===== config.mk =====
export PLATFORM = sky130hd
export DESIGN_NAME = fspc_core
export DESIGN_NICKNAME = d
export VERILOG_FILES = /design/src/verilog/fspc_core.v /design/src/verilog/fspc_page_buffer.v /design/src/verilog/fspc_op_timer.v
export VERILOG_INCLUDE_DIRS = /design/src /design/src/verilog
export SDC_FILE = /design/constraint.sdc
export NUM_CORES = 2
export LEC_CHECK = 0
export BUFFER_PORTS_ARGS = -buffer_cell sky130_fd_sc_hd__buf_2
export CAP_MARGIN = 20
export CORE_ASPECT_RATIO = 1.4
export CORE_MARGIN = 10
export CORE_UTILIZATION = 35
export CTS_CLUSTER_SIZE = 8
export DETAILED_ROUTE_END_ITERATION = 10
export GPL_TIMING_DRIVEN = 0
export HOLD_SLACK_MARGIN = 0.1
export PLACE_DENSITY_LB_ADDON = 0.08
export SYNTH_ARGS = -nofsm -noshare
export SYNTH_HDL_FRONTEND = slang
export SYNTH_SLANG_ARGS = --single-unit

===== constraint.sdc =====
create_clock -name clk_i -period 5.4 [get_ports clk_i]
set_input_delay 1.08 -clock clk_i [delete_from_list [all_inputs] [get_ports clk_i]]
set_output_delay 1.08 -clock clk_i [all_outputs]
set_load 0.01 [all_outputs]

===== src/verilog/fspc_regs.vh =====
// fspc_regs.vh: offsets, field positions, reset values and timing counts
// for the self-programming control block; assumes 125 MHz clk_i
// Operation
// - boot size fuse picks boot start address
// - below F000 is read-while-write section
// - 128-word pages, word Z7:Z1, page Z16:Z8
// - ready request while enabled, global, enable clear
// - busy flag set on section erase/write
// - busy cleared by reenable or buffer load
// - reenable command ignored while operation busy
// - reenable during buffer load discards buffer
// - lock-bit set programs lock bits from R0
// - load within three cycles reads lock/fuse
// - page write copies buffer to page
// - page erase clears addressed page
// - stall core during no-read-while-write operation
// - enable alone stores R0 into buffer
// - four-cycle window, enable held while busy
// - only documented patterns act
// - eeprom write blocks programming and read-back
// - pointer selects lock or fuse byte
// - programmed bits read zero
// - operations take 3.7 to 4.5 ms
`ifndef FSPC_REGS_VH
`define FSPC_REGS_VH
`define FSPC_ADDR_CSR       8'h00
`define FSPC_ADDR_ZPTR      8'h04
`define FSPC_ADDR_DATA      8'h08
`define FSPC_ADDR_CMD       8'h0c
`define FSPC_ADDR_STATUS    8'h10
`define FSPC_ADDR_RDATA     8'h14
`define FSPC_ADDR_LOCK      8'h18
`define FSPC_ADDR_FUSE      8'h1c
`define FSPC_ADDR_BUFRD     8'h20
`define FSPC_BIT_IE         7
`define FSPC_BIT_BUSY       6
`define FSPC_BIT_REEN       4
`define FSPC_BIT_LOCK       3
`define FSPC_BIT_WRT        2
`define FSPC_BIT_ERS        1
`define FSPC_BIT_EN         0
`define FSPC_CSR_RESET      8'h00
`define FSPC_PAT_REEN       5'h11
`define FSPC_PAT_LOCK       5'h09
`define FSPC_PAT_WRT        5'h05
`define FSPC_PAT_ERS        5'h03
`define FSPC_PAT_FILL       5'h01
`define FSPC_RWW_LIMIT      16'hf000
`define FSPC_SPM_WINDOW     3'd4
`define FSPC_LPM_WINDOW     3'd3
`define FSPC_CLK_MHZ        125
`define FSPC_PROG_TIME_US   4100
`define FSPC_PROG_CYCLES    (`FSPC_PROG_TIME_US * `FSPC_CLK_MHZ)
`define FSPC_PAGE_WORDS     128
`endif


===== src/verilog/fspc_core.v =====
// fspc_core.v: self-programming control and status with wishbone slave
// assumes classic wishbone master on clk_i; core strobes are clk_i pulses
`timescale 1ns/1ps
`include "fspc_regs.vh"
module fspc_core #(
  parameter PROG_CYCLES = `FSPC_PROG_CYCLES
) (
  input  wire        clk_i,
  input  wire        rst_i,
  input  wire        wb_cyc_i,
  input  wire        wb_stb_i,
  input  wire        wb_we_i,
  input  wire [7:0]  wb_adr_i,
  input  wire [3:0]  wb_sel_i,
  input  wire [31:0] wb_dat_i,
  output reg  [31:0] wb_dat_o,
  output reg         wb_ack_o,
  input  wire        global_irq_en_i,
  input  wire        eeprom_write_busy_i,
  input  wire [1:0]  boot_size_fuse_i,
  output wire        ready_irq_o,
  output wire        core_stall_o,
  output wire        rww_blocked_o,
  output reg         flash_erase_o,
  output reg         flash_write_o,
  output reg         lock_write_o,
  output reg  [8:0]  page_select_o,
  output wire [15:0] buf_rdata_o,
  output wire [15:0] boot_start_o
);
  // software-visible registers
  reg [7:0]  csr_q;
  reg [15:0] zptr_q;
  reg        zext_q;
  reg [15:0] data_q;
  reg [7:0]  lock_q;
  reg [7:0]  fuse_lo_q;
  reg [7:0]  fuse_hi_q;
  reg [7:0]  fuse_ext_q;
  reg [7:0]  rdata_q;
  reg [2:0]  win_q;
  reg        op_no_read_while_write_section_q;
  reg        loading_q;
  reg        ee_q1;
  reg        ee_q2;
  wire       op_busy;
  wire       op_done;
  wire       buf_clr;
  reg        buf_wr;
  reg        op_start;

  // two-flop sync for the eeprom busy level
  always @(posedge clk_i)
  begin
    if (rst_i)
    begin
      ee_q1 <= 1'b0;
      ee_q2 <= 1'b0;
    end
    else
    begin
      ee_q1 <= eeprom_write_busy_i;
      ee_q2 <= ee_q1;
    end
  end

  function [15:0] boot_start;
    input [1:0] sz;
    begin
      case (sz)
        2'b11:   boot_start = 16'hfe00;
        2'b10:   boot_start = 16'hfc00;
        2'b01:   boot_start = 16'hf800;
        default: boot_start = 16'hf000;
      endcase
    end
  endfunction

  function in_no_read_while_write_section;
    input       ext;
    input [7:0] hi;
    begin
      // page number is word address >> 7, so the limit page is f000 >> 7
      in_no_read_while_write_section = ({7'h0, ext, hi} >= (`FSPC_RWW_LIMIT >> 7));
    end
  endfunction

  assign boot_start_o = boot_start(boot_size_fuse_i);

  // wishbone decode
  wire wb_req = wb_cyc_i & wb_stb_i & ~wb_ack_o;
  wire wb_wr  = wb_req & wb_we_i & wb_sel_i[0];
  wire csr_wr = wb_wr & (wb_adr_i == `FSPC_ADDR_CSR);
  wire cmd_wr = wb_wr & (wb_adr_i == `FSPC_ADDR_CMD);
  wire spm_i  = cmd_wr & wb_dat_i[0];
  wire lpm_i  = cmd_wr & wb_dat_i[1];
  wire [4:0] pat    = csr_q[4:0];
  wire [4:0] wr_pat = wb_dat_i[4:0];
  wire [6:0] word_sel = zptr_q[7:1];
  wire [8:0] page_sel = {zext_q, zptr_q[15:8]};
  wire pat_ok = (wr_pat == `FSPC_PAT_REEN) || (wr_pat == `FSPC_PAT_LOCK) ||
                (wr_pat == `FSPC_PAT_WRT)  || (wr_pat == `FSPC_PAT_ERS) ||
                (wr_pat == `FSPC_PAT_FILL);
  wire win_open = (win_q != 3'd0) && !op_busy;

  // register writes and command sequencing
  always @*
  begin
    buf_wr   = 1'b0;
    op_start = 1'b0;
    if (spm_i && win_open && csr_q[0] && !ee_q2)
    begin
      case (pat)
        `FSPC_PAT_FILL: buf_wr   = 1'b1;
        `FSPC_PAT_WRT:  op_start = 1'b1;
        `FSPC_PAT_ERS:  op_start = 1'b1;
        `FSPC_PAT_LOCK: op_start = 1'b1;
        default:        op_start = 1'b0;
      endcase
    end
  end
  // reenable while loading throws away the loaded data
  assign buf_clr = (csr_wr && wb_dat_i[4] && loading_q) ||
                   (flash_write_o);

  always @(posedge clk_i)
  begin
    if (rst_i)
    begin
      csr_q         <= `FSPC_CSR_RESET;
      zptr_q        <= 16'h0;
      zext_q        <= 1'b0;
      data_q        <= 16'h0;
      lock_q        <= 8'hff;
      fuse_lo_q     <= 8'hff;
      fuse_hi_q     <= 8'hff;
      fuse_ext_q    <= 8'hff;
      rdata_q       <= 8'h0;
      win_q         <= 3'd0;
      op_no_read_while_write_section_q     <= 1'b0;
      loading_q     <= 1'b0;
      flash_erase_o <= 1'b0;
      flash_write_o <= 1'b0;
      lock_write_o  <= 1'b0;
      page_select_o <= 9'h0;
    end
    else
    begin
      flash_erase_o <= 1'b0;
      flash_write_o <= 1'b0;
      lock_write_o  <= 1'b0;
      // window counts from the cycle the master sees ack
      if (win_q != 3'd0 && !op_busy && !wb_ack_o)
        win_q <= win_q - 3'd1;
      if (!op_busy && !op_start && !wb_ack_o && win_q == 3'd1)
        csr_q[4:0] <= 5'h0;
      if (csr_wr)
      begin
        csr_q[`FSPC_BIT_IE] <= wb_dat_i[7];
        if (pat_ok && !op_busy && !ee_q2)
        begin
          csr_q[4:0] <= wr_pat;
          win_q      <= `FSPC_SPM_WINDOW;
        end
        if (wb_dat_i[4] && loading_q)
          loading_q <= 1'b0;
      end
      if (wb_wr && wb_adr_i == `FSPC_ADDR_ZPTR)
      begin
        zptr_q <= wb_dat_i[15:0];
        zext_q <= wb_dat_i[16];
      end
      if (wb_wr && wb_adr_i == `FSPC_ADDR_DATA)
        data_q <= wb_dat_i[15:0];
      if (wb_wr && wb_adr_i == `FSPC_ADDR_FUSE)
      begin
        fuse_lo_q  <= wb_dat_i[7:0];
        fuse_hi_q  <= wb_dat_i[15:8];
        fuse_ext_q <= wb_dat_i[23:16];
      end
      if (buf_wr)
      begin
        loading_q    <= 1'b1;
        csr_q[6]     <= 1'b0;
        csr_q[4:0]   <= 5'h0;
        win_q        <= 3'd0;
      end
      if (spm_i && win_open && pat == `FSPC_PAT_REEN && !ee_q2)
      begin
        csr_q[6]   <= 1'b0;
        csr_q[4:0] <= 5'h0;
        win_q      <= 3'd0;
      end
      if (op_start)
      begin
        win_q         <= 3'd0;
        page_select_o <= page_sel;
        op_no_read_while_write_section_q     <= in_no_read_while_write_section(zext_q, zptr_q[15:8]);
        if (pat == `FSPC_PAT_LOCK)
          lock_write_o <= 1'b1;
        else
        begin
          flash_erase_o <= (pat == `FSPC_PAT_ERS);
          flash_write_o <= (pat == `FSPC_PAT_WRT);
          loading_q     <= 1'b0;
          if (!in_no_read_while_write_section(zext_q, zptr_q[15:8]))
            csr_q[6] <= 1'b1;
        end
      end
      if (lock_write_o)
        lock_q <= lock_q & (data_q[7:0] | 8'hc0);
      if (op_done)
        csr_q[4:0] <= 5'h0;
      if (lpm_i && pat == `FSPC_PAT_LOCK && win_q > 3'd1 && !ee_q2)
      begin
        case (zptr_q[1:0])
          2'b01:   rdata_q <= lock_q;
          2'b00:   rdata_q <= fuse_lo_q;
          2'b11:   rdata_q <= fuse_hi_q;
          default: rdata_q <= fuse_ext_q;
        endcase
        csr_q[4:0] <= 5'h0;
        win_q      <= 3'd0;
      end
    end
  end

  fspc_op_timer #(
    .CYCLES (PROG_CYCLES)
  ) u_timer (
    .clk_i   (clk_i),
    .rst_i   (rst_i),
    .start_i (op_start),
    .busy_o  (op_busy),
    .done_o  (op_done)
  );

  fspc_page_buffer u_buf (
    .clk_i   (clk_i),
    .rst_i   (rst_i),
    .wr_i    (buf_wr),
    .clr_i   (buf_clr),
    .waddr_i (word_sel),
    .wdata_i (data_q),
    .raddr_i (word_sel),
    .rdata_o (buf_rdata_o)
  );

  assign ready_irq_o   = csr_q[7] & global_irq_en_i & ~csr_q[0];
  assign core_stall_o  = op_busy & op_no_read_while_write_section_q;
  assign rww_blocked_o = csr_q[6];

  // read mux and ack
  always @(posedge clk_i)
  begin
    if (rst_i)
    begin
      wb_ack_o <= 1'b0;
      wb_dat_o <= 32'h0;
    end
    else
    begin
      wb_ack_o <= wb_req;
      case (wb_adr_i)
        `FSPC_ADDR_CSR:    wb_dat_o <= {24'h0, csr_q & 8'hdf};
        `FSPC_ADDR_ZPTR:   wb_dat_o <= {15'h0, zext_q, zptr_q};
        `FSPC_ADDR_DATA:   wb_dat_o <= {16'h0, data_q};
        `FSPC_ADDR_STATUS: wb_dat_o <= {25'h0, win_q, ee_q2, loading_q,
                                        core_stall_o, op_busy};
        `FSPC_ADDR_RDATA:  wb_dat_o <= {24'h0, rdata_q};
        `FSPC_ADDR_LOCK:   wb_dat_o <= {24'h0, lock_q};
        `FSPC_ADDR_FUSE:   wb_dat_o <= {8'h0, fuse_ext_q, fuse_hi_q, fuse_lo_q};
        `FSPC_ADDR_BUFRD:  wb_dat_o <= {16'h0, buf_rdata_o};
        default:           wb_dat_o <= 32'h0;
      endcase
    end
  end
endmodule // fspc_core


===== src/verilog/fspc_page_buffer.v =====
// fspc_page_buffer.v: temporary page buffer, 128 words of 16 bits
// assumes single clock, synchronous clear of valid flags
`timescale 1ns/1ps
module fspc_page_buffer (
  input  wire        clk_i,
  input  wire        rst_i,
  input  wire        wr_i,
  input  wire        clr_i,
  input  wire [6:0]  waddr_i,
  input  wire [15:0] wdata_i,
  input  wire [6:0]  raddr_i,
  output reg  [15:0] rdata_o
);
  reg [15:0]  mem [0:127];
  reg [127:0] valid_q;
  always @(posedge clk_i)
  begin
    if (rst_i || clr_i)
      valid_q <= 128'h0;
    else if (wr_i)
      valid_q[waddr_i] <= 1'b1;
    if (wr_i)
      mem[waddr_i] <= wdata_i;
  end
  // unloaded words read as erased
  always @(posedge clk_i)
  begin
    if (rst_i)
      rdata_o <= 16'hffff;
    else
      rdata_o <= valid_q[raddr_i] ? mem[raddr_i] : 16'hffff;
  end
endmodule // fspc_page_buffer


===== src/verilog/fspc_op_timer.v =====
// fspc_op_timer.v: counts the erase/write/lock programming time
// assumes start_i is a one-cycle pulse on clk_i
`timescale 1ns/1ps
`include "fspc_regs.vh"
module fspc_op_timer #(
  parameter CYCLES = `FSPC_PROG_CYCLES
) (
  input  wire clk_i,
  input  wire rst_i,
  input  wire start_i,
  output reg  busy_o,
  output reg  done_o
);
  reg [19:0] cnt_q;
  always @(posedge clk_i)
  begin
    if (rst_i)
    begin
      cnt_q  <= 20'h0;
      busy_o <= 1'b0;
      done_o <= 1'b0;
    end
    else
    begin
      done_o <= 1'b0;
      if (start_i)
      begin
        cnt_q  <= CYCLES[19:0] - 20'h1;
        busy_o <= 1'b1;
      end
      else if (busy_o)
      begin
        if (cnt_q == 20'h0)
        begin
          busy_o <= 1'b0;
          done_o <= 1'b1;
        end
        else
          cnt_q <= cnt_q - 20'h1;
      end
    end
  end
endmodule // fspc_op_timer


After elaboration in Yosys (flattened, before gate mapping)
Memories as Yosys holds them, arrays and structs flattened. A register that Yosys moved wholly into a read port is not among the register bits.
Index checks and enable logic that the tools add are counted.
{ "totals": {"reg_bits": 282, "input_bits": 53, "mem_count": 1, "wordCells": 162, "out_inout_bits": 80, "mem_bits_rw": 2048} }
{ "memory_table": {"columns": ["name", "depth", "width", "read_ports", "rd_clocked_by_memory_dff", "write_ports", "line", "rtl"], "rows": [
  ["u_buf.mem", 128, 16, 1, 1, 1, "fspc_page_buffer.v:14", "reg [15:0] mem [0:127];"]
]} }
{ "op_classes": {"n_reduce_logical": 47, "n_eq_ne": 25, "n_addsub": 2, "bitwise": 19, "n_lt_le_gt_ge": 4, "muxes": 37} }
{ "ops": {"columns": ["op", "n"], "rows": [
  ["case mux 24 bit (8 select lines)", 1],
  ["bitwise OR 128 bit", 1],
  ["2-to-1 mux 19 bit", 3],
  ["case mux 12 bit (3 select lines)", 1],
  ["equality test 8 x 5 -> 1 bit (second input constant)", 4],
  ["case mux 8 bit (3 select lines)", 1],
  ["2-to-1 mux 1 bit", 23],
  ["logical AND 1 bit", 22],
  ["logical NOT 20 bit", 1],
  ["subtractor 20 x 1 -> 20 bit (second input constant)", 1],
  ["equality test 8 x 4 -> 1 bit (second input constant)", 2],
  ["2-to-1 mux 5 bit", 3],
  ["AND 1 bit", 11],
  ["equality test 5 x 1 -> 1 bit (second input constant)", 2],
  ["equality test 5 x 2 -> 1 bit (second input constant)", 2],
  ["equality test 5 x 3 -> 1 bit (second input constant)", 2],
  ["equality test 5 x 4 -> 1 bit (second input constant)", 2],
  ["equality test 5 bit (second input constant)", 2],
  ["OR reduction 5 bit", 2],
  ["greater-or-equal comparator 9 bit (second input constant)", 1],
  ["2-to-1 mux 3 bit", 3],
  ["OR reduction 3 bit", 3],
  ["AND 8 bit", 1],
  ["equality test 8 x 3 -> 1 bit (second input constant)", 1],
  ["20 further kinds", 39]
]} }

Depth between registers and ports, before layout
{ "depth": {"ltp_word": 17, "mapped_depth": 13, "mapped_depth_nobuf": 9} }

Cells and area by module
Synthesis repeated with hierarchy kept, for this count alone.
{ "hier_totals": {"hier_cells": 4823, "hier_area_um2": 91502.8} }
{ "by_module_without_submodules": {"columns": ["mod", "instances", "seq_area_each_um2", "cells_each", "area_each_um2"], "rows": [
  ["fspc_page_buffer", 1, 64381.7, 4061, 84777.6],
  ["fspc_core", 1, 2442.3, 619, 5486.5],
  ["fspc_op_timer", 1, 440.4, 143, 1238.7]
]} }

Worst setup path before layout
OpenSTA, ideal clock, no wires.
{ "synth_timing": {"path_type": "input -> register", "from": "input port wb_adr_i[5]", "to": "memory u_buf.mem[101][0] (enable)", "t_arrival_ns": 3.177, "setup_time_ns": 0.390, "path_stages": 6, "slack_ns": 1.833, "cell_sequence": "nor4_1 > and4_1 > nand4_1 > nor2_1 > nand2_1 > nor2_1"} }
{ "synth_via": {"elab_chain_len": 9} }
{ "synth_lines": {"columns": ["element", "line", "rtl"], "rows": [
  ["start: declaration", "fspc_core.v:13", "input wire [7:0] wb_adr_i,"],
  ["equality test 8 x 4 -> 1 bit (no line)", null, null],
  ["AND 1 bit", "fspc_core.v:94", "wire cmd_wr = wb_wr & (wb_adr_i == `FSPC_ADDR_CMD);"],
  ["AND 1 bit", "fspc_core.v:95", "wire spm_i = cmd_wr & wb_dat_i[0];"],
  ["logical AND 1 bit (3 in series)", "fspc_core.v:111", "if (spm_i && win_open && csr_q[0] && !ee_q2)"],
  ["2-to-1 mux 1 bit", "fspc_core.v:111", null],
  ["2-to-1 mux 1 bit", "fspc_page_buffer.v:22", "if (wr_i)"],
  ["2-to-1 mux 1 bit (not written as such)", "fspc_page_buffer.v:23", "mem[waddr_i] <= wdata_i;"],
  ["end: declaration", "fspc_page_buffer.v:14", null]
]} }
Every way passes these cells.

Worst setup path after layout
{ "layout_timing": {"from": "register zptr_q[3]", "to": "memory u_buf.mem[36][13] (enable)"} }
{ "layout_lines": {"columns": ["element", "line", "rtl"], "rows": [
  ["start: declaration", "fspc_core.v:33", "reg [15:0] zptr_q;"],
  ["start signal: assignment", "fspc_core.v:170", "zptr_q <= wb_dat_i[15:0];"]
]} }
No word-level cell before the write port.

==> results.cfg <==
[run_status]
status = finished, violations left
failed_checks = setup timing

[global_routing]
grt_pass1_vias = 60300
met2_usage_pct = 55.5
track_usage_pct = 36.8
grt-busiest-layer = met2
grt_start_max_net_pins = 78
grt_overflow = 0
grt_pass1_wl_microns = 665000
grtUsageMet1_pct = 40.7
globalRouteMet3Util_pct = 12.0
grt_antenna_before_repair = 64

[worst_setup_path]
r2r_slack_ps = -270
crit_arrival_ps = 6210
critical-path-slowest-cell = clkbuf_4
cp_num_buf_inv = 7
path_class = flip-flop to flip-flop
path_cells = buf_4 -> buf_4 -> nor2b_1 -> clkbuf_2 -> clkbuf_4 -> clkbuf_4 -> nand2_1 -> buf_2 -> nor2_4 -> buf_16
crit-reg2reg-launch = zptr_q[3]
cp_num_cells = 10
timing.rr.end = u_buf.mem[36][13]
ff2ff_path_depth = 10
critPathMaxStageDelay_ps = 640
crit_path_start_kind = flip-flop
end_kind = flip-flop
crit_fanout = 10
crit_family = buffers and inverters
cp.required_ps = 5950

[clock_network]
cts_buffers = 333
cts_root_buf = clkbuf_16
cts_buffer_depth = 4
insertion_delay_ps = 920
cts_sinks = 2336
htree_levels = 5
holdBufCountCts = 0
clk_pin_slew_ps = 50
cts_tree = yes

[pwr]
p_leak_nw = 31.1
power.density_nw_per_um2 = 350
vdd_drop_max_uv = 266
switching_power_w = 0.00815
pwr-share-seq_pct = 49.8
p_int_w = 0.0308
power_frac_clock_pct = 49.6
power.share.combinational_pct = 0.6
swShare_pct = 20.9

[sta]
grt_setup_unrepaired = no
hold_viol = 0
fin_ws_ps = -266
max_freq_mhz = 176
drv_slew = 0
tightest_slew_ps = 1370
fin_crit_sh_pct = 105
timing.hold.ws_ps = 382
slew_headroom_pct = 7.94
layout_min_cycle_time_ps = 5670
skew_ps = 75.0
setup_viol = 412

[floorplan]
start_util_pct = 35.2
dieArea_sq_um = 280000
io_pins = 133
coreArea_sq_um = 257000
die_h_microns = 622
fp-row-count = 220
die_x_microns = 450

[min_path]
whs_endpoint = fuse_ext_q[1]
hp-class = input port to flip-flop
min-delay-start = wb_dat_i[17]
whs_path_depth = 3

[job]
cap_violations = 0

[logic_synthesis]
netlist_top_cells_count = edfxtp_1 (2048), nor2_1 (427), a21oi_1 (413)
yosysWarnings = 0
ys_seq_area_share_pct = 74.3
ys_top_cells_by_area = edfxtp_1 (68%), dfxtp_1 (6.4%), mux2i_1 (4.0%), a21oi_1 (2.3%), mux2_2 (1.8%)
syn-cell-area_sq_um = 90600
yosysTopAreaCellShare_pct = 67.9
async_flop_share_pct = 0
avgSynthCellArea_sq_um = 15.8
synth-edff-count = 2048
synth-main-ff-cell = edfxtp_1
syn-instance-count = 5751
synth_cell_type_count = 73
ys_seq_elements = 2336
synth_top_cell_by_area = edfxtp_1
synth.most_common_cell = edfxtp_1

[placement]
port_buffers = 99
place.gp.congestion = 1.06
place_ws_ps = -1540
hpwl_microns = 380000
place_area_sq_um = 101000

[cells_and_area]
fin_area_sq_um = 111000
layout-drive-gt1-share_pct = 21.3
fillerInstances = 23100
multi_input_area_sq_um = 22700
regArea_sq_um = 67300
syn2layout_area_growth_pct = 22.9
layout.nets = 6513

[route]
route.detailed.drc = 0
drt_iter0_markers = 11100
via_per_inst = 6.46
firstDrtPassIters = 9
routed-via-count = 65100
ant_nets = 0
avgRoutedWirePerCell_microns = 52.8
totalWireLength_microns = 532000
cells by family after synthesis:
family / share of synthesized area [%]
xor gates and xnor gates: 0.116
other: 0.00829
muxes: 7.64
buffers and inverters: 2.10
AOI/OAI and AO/OA: 11.2
DFF: 74.3
and+or+nand+nor: 4.56
adders and majority gates: 0.0801
cell usage in the layout (no fill, tap or decap), types with 33 or more instances in the layout:
cell type,count
buf_4,112
o21ai_0,122
a222oi_1,33
clkbuf_16,339
diode_2,42
edfxtp_1,2048
buf_12,71
nor2_1,296
o21a_1,129
clkbuf_1,246
nor2_4,116
buf_8,65
a221oi_1,146
nand2_1,284
dfxtp_1,272
mux4_2,72
mux2_2,147
buf_16,87
clkbuf_2,55
a211oi_1,113
a221o_1,131
nor3_1,48
o211ai_1,44
mux2i_1,363
a22oi_1,111
buf_2,192
a21oi_1,407
sequential cells by signal (all words and copies together), names as in the netlist, 3 cells and up:
signal         count
u_timer.cnt_q     20
fuse_hi_q          8
fuse_lo_q          8
fuse_ext_q         8
win_q              3
u_buf.mem       2048
lock_q             6
zptr_q            16
page_select_o      9
csr_q              7
u_buf.valid_q    128
rdata_q            8
wb_dat_o          24
data_q            16
u_buf.rdata_o     16
per-layer routing:
| layer | wire length (microns) | share of wire, % |
|---|---|---|
| met3 | 59700 | 11 |
| met4 | 63900 | 12 |
| met2 | 232000 | 44 |
| met1 | 176000 | 33 |
| met5 | 107 | 0.020 |
how the worst max path moves through the flow:
| stage | start | to |
|---|---|---|
| 2_1_floorplan | wb_adr_i[5] | u_buf.mem[101][0] |
| 3_3_place_gp | zptr_q[3] | u_buf.mem[76][11] |
| 3_5_place_dp | zptr_q[3] | u_buf.mem[93][14] |
| 4_1_cts | zptr_q[2] | u_buf.rdata_o[0] |
| 5_1_grt | zptr_q[1] | u_buf.rdata_o[1] |
| 6_report | zptr_q[3] | u_buf.mem[36][13] |
repair_timing:
| item | CTS | global route |
|---|---|---|
| cloned | 0 | 0 |
| resized for setup | 129 | 35 |
| setup endpoints to repair | 2018 | 419 |
| pin swaps | 22 | 4 |
| setup buffers | 32 | 3 |
power groups by stage:
stage	Clock, W	Combinational (W)	Sequential, W
detailed placement	0	0.000216	0.0197
global placement	0	0.000209	0.0198
finish	0.0193	0.000222	0.0194
global route	0.0200	0.000235	0.0194
floorplan	0	0.000114	0.0197
CTS	0.0193	0.000217	0.0194
layout make-up:
type	count	share of cell area, %
Clock buffer	465	8.04
Clock inverter	11	0.114
Inverter	11	0.0371
Multi-Input combinational cell	3003	20.4
Tap cell	3441	3.87
Timing Repair Buffer	355	4.98
Buffer	415	2.02
Antenna cell	42	0.0944
Sequential cell	2336	60.5
stage by stage:
| step | power [W] | utilization (%) | TNS (ps) | instances |
|---|---|---|---|---|
| after floorplan | 0.0199 | - | 0 | 5770 |
| after global placement | 0.0200 | 37.1 | -6473830 | 9310 |
| after detailed placement | 0.0200 | 39.3 | -1410060 | 9524 |
| after CTS | 0.0389 | 43.2 | 0 | 10000 |
| after global routing | 0.0396 | 43.3 | 0 | 10000 |
| final | 0.0389 | 43.3 | -37700 | 10100 |
worst min-delay path, cell delays in order:
cell      delay [ps]
buf_2             70
nand2_1           40
nand3b_1          60
No activity file was read; power rests on OpenSTA's default activity.
